**src/logic/idac_pkg.sv**
```systemverilog
// constants for the current-output converter update scheduler
// assumes a single 10 MHz system clock and an AXI4-Lite register bus
`default_nettype none
package idac_pkg;
  // byte addresses of the registers
  localparam logic [7:0] ctrl_off = 8'h00;
  localparam logic [7:0] data_low_off = 8'h04;
  localparam logic [7:0] data_high_off = 8'h08;
  localparam logic [7:0] latch_off = 8'h0c;
  // control register field positions
  localparam int enable_pos = 7;
  localparam int src_lsb = 4;
  localparam int range_lsb = 0;
  // reset values
  localparam logic [7:0] ctrl_reset = 8'h72;
  localparam logic [7:0] data_reset = 8'h00;
  // bus answers
  localparam logic [1:0] resp_okay = 2'h0;
  localparam logic [1:0] resp_slverr = 2'h2;
  // update source codes
  typedef enum logic [2:0] {
    src_timer0 = 3'b000,
    src_timer1 = 3'b001,
    src_timer2 = 3'b010,
    src_timer3 = 3'b011,
    src_rise = 3'b100,
    src_fall = 3'b101,
    src_any = 3'b110,
    src_high_write = 3'b111
  } update_source_e;
endpackage
`default_nettype wire

```
**src/logic/current_dac_update_scheduler.sv**
```systemverilog
// register file and update scheduling for the current-output converter
// assumes AXI4-Lite master on clk_sys; timer pulses are one cycle, same clock
//
// The AXI4-Lite slave port and the address map are this design's own decisions.
`default_nettype none
module current_dac_update_scheduler
#(
  parameter int data_width = 10
)
(
  // clock and reset
  input wire logic clk_sys,
  input wire logic arst_n,
  // axi4-lite write address and data
  input wire logic [7:0] s_axi_awaddr,
  input wire logic s_axi_awvalid,
  output logic s_axi_awready,
  input wire logic [31:0] s_axi_wdata,
  input wire logic [3:0] s_axi_wstrb,
  input wire logic s_axi_wvalid,
  output logic s_axi_wready,
  // axi4-lite write response
  output logic [1:0] s_axi_bresp,
  output logic s_axi_bvalid,
  input wire logic s_axi_bready,
  // axi4-lite read
  input wire logic [7:0] s_axi_araddr,
  input wire logic s_axi_arvalid,
  output logic s_axi_arready,
  output logic [31:0] s_axi_rdata,
  output logic [1:0] s_axi_rresp,
  output logic s_axi_rvalid,
  input wire logic s_axi_rready,
  // update events
  input wire logic [3:0] timer_overflow,
  input wire logic external_start_pin,
  // port pin control
  input wire logic gpio_out,
  input wire logic gpio_oe,
  input wire logic gpio_pullup,
  output logic pin_out,
  output logic pin_oe,
  output logic pin_pullup,
  output logic pin_analog_route,
  // analog converter control
  output logic bias_enable,
  output logic [1:0] full_scale_select,
  output logic [data_width-1:0] converter_latch
);
  // elaboration check: the latch, readback and byte split are built for ten bits only
  if (data_width != 10)
  begin
    $error("data_width must be 10");
  end

  logic converter_enable_bit_q;
  logic [2:0] update_source_select_q;
  logic [1:0] full_scale_select_q;
  logic [7:0] data_high_byte_q;
  logic [1:0] data_low_byte_q;
  logic [9:0] latch_q;
  logic aw_held_q;
  logic [7:0] aw_addr_q;
  logic w_held_q;
  logic [31:0] w_data_q;
  logic [3:0] w_strb_q;
  logic bvalid_q;
  logic [1:0] bresp_q;
  logic rvalid_q;
  logic [31:0] rdata_q;
  logic [1:0] rresp_q;
  logic start_rise;
  logic start_fall;

  ////////////////////////////////////////////////////////////////////////////
  // external start pin edges
  edge_sync u_start
  (
    .clk_sys(clk_sys),
    .arst_n(arst_n),
    .pin(external_start_pin),
    .rise(start_rise),
    .fall(start_fall)
  );

  ////////////////////////////////////////////////////////////////////////////
  // write channel decode; address and data are captured in either order
  wire aw_take = s_axi_awvalid & ~aw_held_q & ~bvalid_q;
  wire w_take = s_axi_wvalid & ~w_held_q & ~bvalid_q;
  wire [7:0] wr_addr = aw_held_q ? aw_addr_q : s_axi_awaddr;
  wire [31:0] wr_data = w_held_q ? w_data_q : s_axi_wdata;
  wire [3:0] wr_strb = w_held_q ? w_strb_q : s_axi_wstrb;
  wire wr_go = (aw_held_q | aw_take) & (w_held_q | w_take);
  wire wr_lane0 = wr_go & wr_strb[0];
  wire wr_ctrl = wr_lane0 & (wr_addr == idac_pkg::ctrl_off);
  wire wr_low = wr_lane0 & (wr_addr == idac_pkg::data_low_off);
  wire wr_high = wr_lane0 & (wr_addr == idac_pkg::data_high_off);
  wire wr_known = (wr_addr == idac_pkg::ctrl_off) | (wr_addr == idac_pkg::data_low_off)
    | (wr_addr == idac_pkg::data_high_off) | (wr_addr == idac_pkg::latch_off);
  assign s_axi_awready = ~aw_held_q & ~bvalid_q;
  assign s_axi_wready = ~w_held_q & ~bvalid_q;
  assign s_axi_bvalid = bvalid_q;
  assign s_axi_bresp = bresp_q;

  ////////////////////////////////////////////////////////////////////////////
  // update event select; a stale source reprogram cannot fire early
  wire [2:0] src = update_source_select_q;
  wire update_event =
    (src == idac_pkg::src_timer0) ? timer_overflow[0] :
    (src == idac_pkg::src_timer1) ? timer_overflow[1] :
    (src == idac_pkg::src_timer2) ? timer_overflow[2] :
    (src == idac_pkg::src_timer3) ? timer_overflow[3] :
    (src == idac_pkg::src_rise) ? start_rise :
    (src == idac_pkg::src_fall) ? start_fall :
    (src == idac_pkg::src_any) ? (start_rise | start_fall) :
    wr_high;
  // the high byte being written this cycle goes straight to the latch
  wire [7:0] next_high = wr_high ? wr_data[7:0] : data_high_byte_q;
  wire [1:0] next_low = wr_low ? wr_data[7:6] : data_low_byte_q;
  wire [9:0] latch_d = {next_high, next_low};

  ////////////////////////////////////////////////////////////////////////////
  // control and data holding registers
  always_ff @(posedge clk_sys or negedge arst_n)
  begin
    if (!arst_n)
    begin
      converter_enable_bit_q <= idac_pkg::ctrl_reset[idac_pkg::enable_pos];
      update_source_select_q <= idac_pkg::ctrl_reset[idac_pkg::src_lsb +: 3];
      full_scale_select_q <= idac_pkg::ctrl_reset[idac_pkg::range_lsb +: 2];
      data_high_byte_q <= idac_pkg::data_reset;
      data_low_byte_q <= idac_pkg::data_reset[7:6];
    end
    else
    begin
      if (wr_ctrl)
      begin
        converter_enable_bit_q <= wr_data[idac_pkg::enable_pos];
        update_source_select_q <= wr_data[idac_pkg::src_lsb +: 3];
        full_scale_select_q <= wr_data[idac_pkg::range_lsb +: 2];
      end
      data_high_byte_q <= next_high;
      data_low_byte_q <= next_low;
    end
  end

  ////////////////////////////////////////////////////////////////////////////
  // converter input latch: all ten bits in one edge
  always_ff @(posedge clk_sys or negedge arst_n)
  begin
    if (!arst_n)
      latch_q <= 10'h000;
    else if (update_event)
      latch_q <= latch_d;
  end

  ////////////////////////////////////////////////////////////////////////////
  // write handshake state
  always_ff @(posedge clk_sys or negedge arst_n)
  begin
    if (!arst_n)
    begin
      aw_held_q <= 1'b0;
      aw_addr_q <= 8'h00;
      w_held_q <= 1'b0;
      w_data_q <= 32'h0000_0000;
      w_strb_q <= 4'h0;
      bvalid_q <= 1'b0;
      bresp_q <= idac_pkg::resp_okay;
    end
    else
    begin
      if (wr_go)
      begin
        aw_held_q <= 1'b0;
        w_held_q <= 1'b0;
        bvalid_q <= 1'b1;
        bresp_q <= wr_known ? idac_pkg::resp_okay : idac_pkg::resp_slverr;
      end
      else
      begin
        if (aw_take)
        begin
          aw_held_q <= 1'b1;
          aw_addr_q <= s_axi_awaddr;
        end
        if (w_take)
        begin
          w_held_q <= 1'b1;
          w_data_q <= s_axi_wdata;
          w_strb_q <= s_axi_wstrb;
        end
        if (bvalid_q && s_axi_bready)
          bvalid_q <= 1'b0;
      end
    end
  end

  ////////////////////////////////////////////////////////////////////////////
  // read decode; unused bits read zero
  wire [31:0] ctrl_word = {24'h000000, converter_enable_bit_q, update_source_select_q,
    2'b00, full_scale_select_q};
  wire [31:0] rd_word =
    (s_axi_araddr == idac_pkg::ctrl_off) ? ctrl_word :
    (s_axi_araddr == idac_pkg::data_low_off) ? {24'h000000, data_low_byte_q, 6'h00} :
    (s_axi_araddr == idac_pkg::data_high_off) ? {24'h000000, data_high_byte_q} :
    (s_axi_araddr == idac_pkg::latch_off) ? {22'h0, latch_q} : 32'h0000_0000;
  wire rd_known = (s_axi_araddr == idac_pkg::ctrl_off)
    | (s_axi_araddr == idac_pkg::data_low_off)
    | (s_axi_araddr == idac_pkg::data_high_off) | (s_axi_araddr == idac_pkg::latch_off);
  assign s_axi_arready = ~rvalid_q;
  assign s_axi_rvalid = rvalid_q;
  assign s_axi_rdata = rdata_q;
  assign s_axi_rresp = rresp_q;

  // read answer register; data and response stand until rready is seen
  always_ff @(posedge clk_sys or negedge arst_n)
  begin
    if (!arst_n)
    begin
      rvalid_q <= 1'b0;
      rdata_q <= 32'h0000_0000;
      rresp_q <= idac_pkg::resp_okay;
    end
    else if (s_axi_arvalid && !rvalid_q)
    begin
      rvalid_q <= 1'b1;
      rdata_q <= rd_word;
      rresp_q <= rd_known ? idac_pkg::resp_okay : idac_pkg::resp_slverr;
    end
    else if (rvalid_q && s_axi_rready)
      rvalid_q <= 1'b0;
  end

  ////////////////////////////////////////////////////////////////////////////
  // pin handover and analog control; pin stays digital while disabled
  assign pin_out = converter_enable_bit_q ? 1'b0 : gpio_out;
  assign pin_oe = converter_enable_bit_q ? 1'b0 : gpio_oe;
  assign pin_pullup = converter_enable_bit_q ? 1'b0 : gpio_pullup;
  assign pin_analog_route = converter_enable_bit_q;
  assign bias_enable = converter_enable_bit_q;
  assign full_scale_select = full_scale_select_q;
  assign converter_latch = latch_q;

  ////////////////////////////////////////////////////////////////////////////
  // checks
  pin_release_a: assert property (@(posedge clk_sys) disable iff (!arst_n)
    converter_enable_bit_q |-> (!pin_oe && !pin_pullup && pin_analog_route))
    else $error("pin not released while enabled");
  pin_gpio_a: assert property (@(posedge clk_sys) disable iff (!arst_n)
    !converter_enable_bit_q |-> (pin_oe == gpio_oe && !pin_analog_route))
    else $error("pin not under port control while disabled");
  bias_follow_a: assert property (@(posedge clk_sys) disable iff (!arst_n)
    wr_ctrl |=> (bias_enable == $past(wr_data[idac_pkg::enable_pos])))
    else $error("bias does not follow enable");
  high_write_a: assert property (@(posedge clk_sys) disable iff (!arst_n)
    (src == idac_pkg::src_high_write && wr_high) |=> latch_q == $past(latch_d))
    else $error("high byte write did not update latch");
  low_hold_a: assert property (@(posedge clk_sys) disable iff (!arst_n)
    (src == idac_pkg::src_high_write && !wr_high) |=> $stable(latch_q))
    else $error("latch changed without high byte write");
  timer_update_a: assert property (@(posedge clk_sys) disable iff (!arst_n)
    (src == idac_pkg::src_timer2 && timer_overflow[2])
    |=> latch_q == {$past(next_high), $past(next_low)})
    else $error("timer 2 overflow did not update latch");
  timer_hold_a: assert property (@(posedge clk_sys) disable iff (!arst_n)
    (src[2] == 1'b0 && !timer_overflow[src[1:0]]) |=> $stable(latch_q))
    else $error("latch changed without timer overflow");
  edge_update_a: assert property (@(posedge clk_sys) disable iff (!arst_n)
    (src == idac_pkg::src_fall && !start_fall) |=> $stable(latch_q))
    else $error("latch changed without falling start edge");
  range_hold_a: assert property (@(posedge clk_sys) disable iff (!arst_n)
    !wr_ctrl |=> $stable(full_scale_select))
    else $error("range changed without control write");
  justify_a: assert property (@(posedge clk_sys) disable iff (!arst_n)
    wr_low |=> data_low_byte_q == $past(wr_data[7:6]))
    else $error("low byte bits 7:6 not held");
endmodule
`default_nettype wire

```
**src/logic/edge_sync.sv**
```systemverilog
// two-flop synchroniser with edge detection for the external start pin
// assumes the pin is asynchronous to clk_sys
`default_nettype none
module edge_sync
(
  // clock and reset
  input wire logic clk_sys,
  input wire logic arst_n,
  // pin and edges
  input wire logic pin,
  output logic rise,
  output logic fall
);
  logic meta_q;
  logic sync_q;
  logic last_q;

  ////////////////////////////////////////////////////////////////////////////
  // meta_q is read only by sync_q; edge decode reads sync_q and last_q, avoiding metastable decode
  always_ff @(posedge clk_sys or negedge arst_n)
  begin
    if (!arst_n)
    begin
      meta_q <= 1'b0;
      sync_q <= 1'b0;
      last_q <= 1'b0;
    end
    else
    begin
      meta_q <= pin;
      sync_q <= meta_q;
      last_q <= sync_q;
    end
  end

  assign rise = sync_q & ~last_q;
  assign fall = ~sync_q & last_q;
endmodule
`default_nettype wire

```
**config.mk**
```make
export PLATFORM = sky130hd
export DESIGN_NAME = current_dac_update_scheduler
export DESIGN_NICKNAME = d
export VERILOG_FILES = /design/src/logic/idac_pkg.sv /design/src/logic/current_dac_update_scheduler.sv /design/src/logic/edge_sync.sv
export SDC_FILE = /design/constraint.sdc
export NUM_CORES = 1
export LEC_CHECK = 0
export ABC_CLOCK_PERIOD_IN_PS = 2700
export CAP_MARGIN = 10
export CORE_ASPECT_RATIO = 0.9
export CORE_UTILIZATION = 40
export DETAILED_ROUTE_END_ITERATION = 7
export DONT_BUFFER_PORTS = 1
export PLACE_DENSITY = 0.56
export SYNTH_ARGS = -nofsm -noshare
export SYNTH_HDL_FRONTEND = slang
export SYNTH_HIERARCHICAL = 1
export SYNTH_SLANG_ARGS = --single-unit
```
**constraint.sdc**
```tcl
create_clock -name clk_sys -period 2.7 [get_ports clk_sys]
set_input_delay 0.405 -clock clk_sys [delete_from_list [all_inputs] [get_ports clk_sys]]
set_output_delay 0.405 -clock clk_sys [all_outputs]
set_load 0.005 [all_outputs]
```
# == Yosys cells after proc, flatten, opt, wreduce, memory -nomap -nowiden ==
# Cells that the tools add are included.
# totals
inputBits,67
ff_bits,86
output_inout_bits,58
wordCells,102
# op_classes
n_reduce_logical,13
muxes,29
bitwise,29
eq_ne,12
# op_table
op,n
10-bit 2-to-1 mux,4
"8-bit by 4-bit == test with 1-bit output, second input constant",4
8-bit 2-to-1 mux,3
1-bit 2-to-1 mux,19
"8-bit by 3-bit == test with 1-bit output, second input constant",2
8-bit zero test,2
1-bit bitwise AND,13
"3-bit == test, second input constant",3
1-bit OR,9
2-bit nonzero test,4
1-bit inverter,7
"3-bit by 2-bit == test with 1-bit output, second input constant",2
2-bit 2-to-1 mux,3
2-bit AND reduction,2
"3-bit by 1-bit == test with 1-bit output, second input constant",1
1-bit logical AND,3
3-bit zero test,1
1-bit zero test,1

# == Depth between registers and ports, before layout ==
# logic_depth
depth_word,14
depth_mapped,8
ltp_nobuf,6

# == Hierarchy ==
# The synthesis kept the hierarchy.
# modules_own_cells
module,seq_area_each_um2,area_per_inst_um2,n_inst,cells_per_inst
current_dac_update_scheduler,1481.4,2905.3,1,241
edge_sync,75.1,90.1,1,5

# == Least setup slack after synthesis ==
# OpenSTA, ideal clock, no wires.
# synth_path
kind,reg2reg
start,register aw_addr_q[4]
end,"register latch_q[8], in the netlist converter_latch[8]"
stages_incl_launch_ff,7
arrival_time_ns,2.022
t_required_ns,2.572
period_less_slack_ns,2.150
path_slack_ns,0.550
cell_sequence,dfrtp_1 -> nor4_1 -> nand3_1 -> a2111oi_4 -> buf_4 -> mux2_2 -> mux2_1
# synth_via
elab_cells_between_ends,11
classes_between,1 x eq/ne; 9 x mux; 1 x bitwise
# synth_rtl
item,line,text
from (decl),current_dac_update_scheduler.sv:63,logic [7:0] aw_addr_q;
from (signal assigned),current_dac_update_scheduler.sv:185,aw_addr_q <= s_axi_awaddr;
8-bit 2-to-1 mux,current_dac_update_scheduler.sv:90,wire [7:0] wr_addr = aw_held_q ? aw_addr_q : s_axi_awaddr;
8-bit by 4-bit == test with 1-bit output,current_dac_update_scheduler.sv:97,wire wr_high = wr_lane0 & (wr_addr == idac_pkg::data_high_off);
1-bit bitwise AND,current_dac_update_scheduler.sv:97,
8-bit 2-to-1 mux,current_dac_update_scheduler.sv:118,wire [7:0] next_high = wr_high ? wr_data[7:0] : data_high_byte_q;
via next_high[6],current_dac_update_scheduler.sv:118,
to (signal assigned),current_dac_update_scheduler.sv:154,latch_q <= latch_d;
to (decl),current_dac_update_scheduler.sv:61,logic [9:0] latch_q;
# The timed path passes the listed nets, and every way through them passes these cells.
# A chain may end at the register's enable or synchronous reset.

# == Final worst setup path ==
# layout_path
start,register aw_addr_q[4]
end,"register latch_q[9], in the netlist converter_latch[9]"
# layout_via
elab_chain_len,10
elab_cells_between_ends,11
classes_between,1 x eq/ne; 9 x mux; 1 x bitwise
# layout_rtl
item,line,text
8-bit 2-to-1 mux (*),current_dac_update_scheduler.sv:90,
8-bit by 4-bit == test with 1-bit output (*),current_dac_update_scheduler.sv:97,
1-bit bitwise AND (*),current_dac_update_scheduler.sv:97,
1-bit 2-to-1 mux,current_dac_update_scheduler.sv:115,(src == idac_pkg::src_any) ? (start_rise | start_fall) :
1-bit 2-to-1 mux,current_dac_update_scheduler.sv:114,(src == idac_pkg::src_fall) ? start_fall :
1-bit 2-to-1 mux,current_dac_update_scheduler.sv:113,(src == idac_pkg::src_rise) ? start_rise :
1-bit 2-to-1 mux,current_dac_update_scheduler.sv:112,(src == idac_pkg::src_timer3) ? timer_overflow[3] :
1-bit 2-to-1 mux,current_dac_update_scheduler.sv:111,(src == idac_pkg::src_timer2) ? timer_overflow[2] :
1-bit 2-to-1 mux,current_dac_update_scheduler.sv:110,(src == idac_pkg::src_timer1) ? timer_overflow[1] :
1-bit 2-to-1 mux,current_dac_update_scheduler.sv:109,(src == idac_pkg::src_timer0) ? timer_overflow[0] :
# Every way passes the cells marked *; elsewhere a longest branch is shown, timed or not.

==> Implementation_results.wiki <==
{| class="wikitable"
! Metric !! Value
|-
| Yosys Warn Count || 6
|-
| Clock period minus final worst setup slack || 2.42 ns
|-
| Max Fclk || ~410 MHz
|-
| Setup repair after global routing missed its margin || false
|-
| Die Width || 93.2 um
|-
| Floorplan die height || 84.1 um
|-
| Post-synthesis cell area || 3000 sq um
|-
| Data arrival, critical path || 2.64 ns
|-
| Starting density of the core || 0.419
|-
| Portion of total power attributed to the clock network || 0.324
|-
| Maximum number of pins on one net before global-route repair || 63
|-
| Post-synthesis instance total || around 250
|-
| Number of buffer and inverter instances along the worst setup path || 2
|-
| Compound-cell area share of the yosys netlist || 0.0994
|-
| Combinational fraction of design power || 0.217
|-
| Final antenna-violating net count || 0
|-
| Via count of the first global-routing pass || approximately 1800
|-
| Async S/R FF share, synth || 1.00
|-
| Pint || 2.09 mW
|-
| Path category of the worst min-delay check || in2reg
|-
| Maximum vdd ir drop || 0.408 mV
|-
| Period utilization || 0.897
|-
| P_sw || 819 uW
|-
| End of the worst hold path || u_start/meta_q
|-
| Share of the synthesized area in the top cell type || 0.485
|-
| Total design power || 2.91 mW
|-
| HP Start || external_start_pin
|-
| DRC violation total after the first TritonRoute iteration || between 100 and 150
|-
| Fraction of layout instances using a drive strength above 1 || 0.302
|-
| Final Max Tran Viols || 0
|-
| Slowest cell on the critical path || sky130_fd_sc_hd__a2111oi_4
|-
| Initial antenna violation count || 0
|-
| Sum Neg Setup Slack || 0 ns
|-
| Number of buffers added by the clock tree synthesis step || 9
|-
| Total number of placement rows || 29
|-
| Maximum buffer depth of the clock tree || 2
|-
| Share of power burned in registers || 0.459
|-
| Ranking of synthesized cells by area || sky130_fd_sc_hd__dfrtp_1 (48%), sky130_fd_sc_hd__mux2_2 (17%), sky130_fd_sc_hd__buf_4 (6.5%)
|-
| Final Instance Count excl. Fillers || around 350
|-
| Measured slew at the worst slew-check pin || 0.597 ns
|-
| Standard cell core area || 7150 sq um
|-
| Overflow left after global routing || 0
|-
| Cell breakdown of the critical path || nor4_1 -> nand3_1 -> a2111oi_4 -> buf_12 -> a221oi_2 -> o22ai_4 -> buf_12 -> mux2_2
|-
| Combined global-route utilization of all metal layers || 0.165
|-
| Crit start category || flop
|-
| DRT Pass-1 Iters || 4
|-
| IO Pins || 125
|-
| Clock insertion delay at the later pin of the skew report || 0.34 ns
|-
| Post-synth EDFFs || 0
|-
| Master cell of the clock root buffer || sky130_fd_sc_hd__clkbuf_8
|-
| Most instantiated flip-flop cell in the synthesis netlist || sky130_fd_sc_hd__dfrtp_1
|-
| Sequential area share after synthesis || 0.520
|-
| Flop and latch count out of synthesis || 62
|-
| Delay of the slowest critical-path stage || 0.46 ns
|-
| Depth of the worst register-to-register path || 8
|-
| Adder-cell share of the synthesized area || 0
|-
| Worst flop-to-flop path endpoint || converter_latch[9]
|-
| Number of maximum-capacitance constraint violations || 0
|-
| Wirelength, routed || 5.83 mm
|-
| HPWL Detailed || roughly 4.2 mm
|-
| TritonCTS clock tree || yes
|-
| Gate family responsible for the most delay along the worst path || compound AO/OA/AOI/OAI gates
|-
| Static power due to leakage || 1.50 nW
|-
| Number of distinct library cell variants in the gate-level netlist after synthesis || 40
|-
| Port Buf Inserts || 0
|-
| Number of buffers inserted by post-CTS setup repair || 0
|-
| Average detailed-routed wire length per instance || between 15 and 20 um
|-
| Filler instances || 661
|-
| Post-synthesis share of cell area spent on xor and xnor gates || 0
|-
| Crit path capture type || flop
|-
| Main combinational cell family by area after synthesis || multiplexers
|-
| Hold violation count in the final report || 0
|-
| CTS sink cnt || 62
|-
| Launching point of the worst reg2reg path || aw_addr_q[4]
|-
| Worst-case clock skew || 0.0103 ns
|-
| Most frequent CP cell || sky130_fd_sc_hd__buf_12
|-
| Synthesis-to-layout area growth || 10.3%
|-
| Number of DRC violations after detailed routing || 0
|-
| Remaining max-slew budget at the tightest pin || 0.598
|-
| Mux contribution to synthesized area || 0.212
|-
| Worst Path Max Fanout || 11
|-
| DR vias || 1848
|-
| Antenna diode instance count || 0
|-
| Register-to-register setup slack || 0.28 ns
|-
| Number of levels in the clock H-tree || 3
|-
| Number of cells in the design after placement || 333
|-
| Critical setup path kind || reg2reg
|-
| Switching part of the total power || 0.282
|-
| Average footprint of a synthesized cell || 12.2 sq um
|-
| Die footprint || about 7800 sq um
|-
| Pwr/cell area || 880 nW/um^2
|-
| Global-route wire length before repair || 9.59 mm
|-
| Setup Viol. Count Final || 0
|-
| Required time of the critical path || 2.92 ns
|-
| Status || complete, no violations
|-
| Placer Congestion || 0.715
|-
| Layout net count || 320
|-
| Cell accounting for the most synthesized area || sky130_fd_sc_hd__dfrtp_1
|-
| Clock slew at reported path FFs || 0.07 ns
|-
| Hold Path Stages || 0
|-
| Simple logic cell fraction of the synthesized area || 0.0831
|-
| Via/cell ratio || 5.26
|}
## timing repair
item / in CTS / in global routing
gates resized for setup: 0 / 0
hold buffers: 2 / 0
endpoints found under the hold margin: 62 / 0
endpoints found under the setup margin: 0 / 0
## sequential cells by signal, summed over array words and instances (netlist names)
signal,cells
s_axi_bvalid,1
data_low_byte_q,2
w_data_q,8
s_axi_bresp,1
data_high_byte_q,8
s_axi_rdata,10
u_start/meta_q,1
bias_enable,1
converter_latch,10
u_start/last_q,1
src,3
aw_addr_q,8
full_scale_select,2
aw_held_q,1
w_held_q,1
w_strb_q,1
s_axi_rvalid,1
u_start/sync_q,1
s_axi_rresp,1
## worst max-delay path by stage
| stage | startpoint | endpoint | slack (ns) | cells past startpoint |
|---|---|---|---|---|
| floorplan | aw_addr_q[4] | converter_latch[8] | 0.55 | 6 |
| global placement | aw_addr_q[4] | converter_latch[2] | 0.31 | 8 |
| detailed placement | aw_addr_q[4] | converter_latch[9] | 0.28 | 8 |
| CTS | aw_addr_q[4] | converter_latch[9] | 0.27 | 8 |
| global route | aw_addr_q[4] | converter_latch[9] | 0.15 | 8 |
| finish | aw_addr_q[4] | converter_latch[9] | 0.28 | 8 |
## Yosys cell counts, drive strengths merged, types with 3 or more instances
master	count
dfrtp	58
mux2	47
buf	28
nor2	14
nand2	12
o21ai	9
inv	7
nor2b	7
a21oi	6
clkbuf	6
mux2i	6
nor3	5
dfstp	4
nand3	4
nor4	3
## cell usage in the layout, fill, tap and decap left out, types with 3 or more instances in the layout
cell / Yosys / final
sky130_fd_sc_hd__dfrtp_1: 58 / 58
sky130_fd_sc_hd__mux2_2: 46 / 46
sky130_fd_sc_hd__conb_1: 1 / 24
sky130_fd_sc_hd__nor2_1: 14 / 14
sky130_fd_sc_hd__nand2_1: 12 / 12
sky130_fd_sc_hd__clkbuf_8: 0 / 12
sky130_fd_sc_hd__o21ai_0: 9 / 9
sky130_fd_sc_hd__nor2b_1: 7 / 7
sky130_fd_sc_hd__inv_1: 7 / 7
sky130_fd_sc_hd__mux2i_1: 6 / 6
sky130_fd_sc_hd__a21oi_1: 6 / 6
sky130_fd_sc_hd__nor3_1: 5 / 5
sky130_fd_sc_hd__nand3_1: 4 / 4
sky130_fd_sc_hd__dfstp_2: 4 / 4
sky130_fd_sc_hd__nor4_1: 3 / 3
sky130_fd_sc_hd__buf_4: 26 / 3
## power by group through the flow
stage               clock network [mW]  logic (mW)  registers, mW
floorplan                            0       0.548           1.28
global placement                     0       0.601           1.34
detailed placement                   0       0.614           1.35
CTS                              0.967       0.642           1.34
global route                      1.01       0.700           1.37
finish                           0.941       0.632           1.33
## kinds of logic (layout without fill, tap and decap cells)
family / Yosys count / after routing
AO/OA/AOI/OAI: 36 / 36
buffers and inverters: 41 / 30
flip-flops: 62 / 62
multiplexers: 55 / 55
other: 1 / 24
AND/OR/NAND/NOR: 51 / 51
## layer usage
metal / vias up / GRT usage / routed length (um)
li1: 848 / - / -
met1: 912 / 0.218 / 2590
met2: 78 / 0.239 / 2650
met3: 10 / 0.0647 / 484
met4: 0 / 0.0755 / 105
met5: - / 0 / 0
## per-stage QoR
| stage | setup slack (ns) | utilization | area [sq um] | hold WS (ns) |
|---|---|---|---|---|
| after floorplan | 0.550 | - | 3080 | 0.109 |
| after global placement | 0.314 | 0.424 | 3030 | 0.111 |
| after detailed placement | 0.279 | 0.424 | 3030 | 0.110 |
| after CTS | 0.266 | 0.462 | 3300 | 0.0842 |
| after global routing | 0.151 | 0.462 | 3300 | 0.0808 |
| final | 0.279 | 0.462 | 3300 | 0.102 |
## final cells by class
| class | instances | area [sq um] | share of cell area |
|---|---|---|---|
| clock buffers | 13 | 169 | 0.0511 |
| clock inverters | 3 | 65.1 | 0.0197 |
| inverters | 7 | 26.3 | 0.00795 |
| multi-input cells | 166 | 1270 | 0.385 |
| flip-flops and latches | 62 | 1560 | 0.471 |
| well taps | 93 | 116 | 0.0352 |
| repair buffers | 7 | 100 | 0.0303 |
No activity file was read; power rests on OpenSTA's default activity.
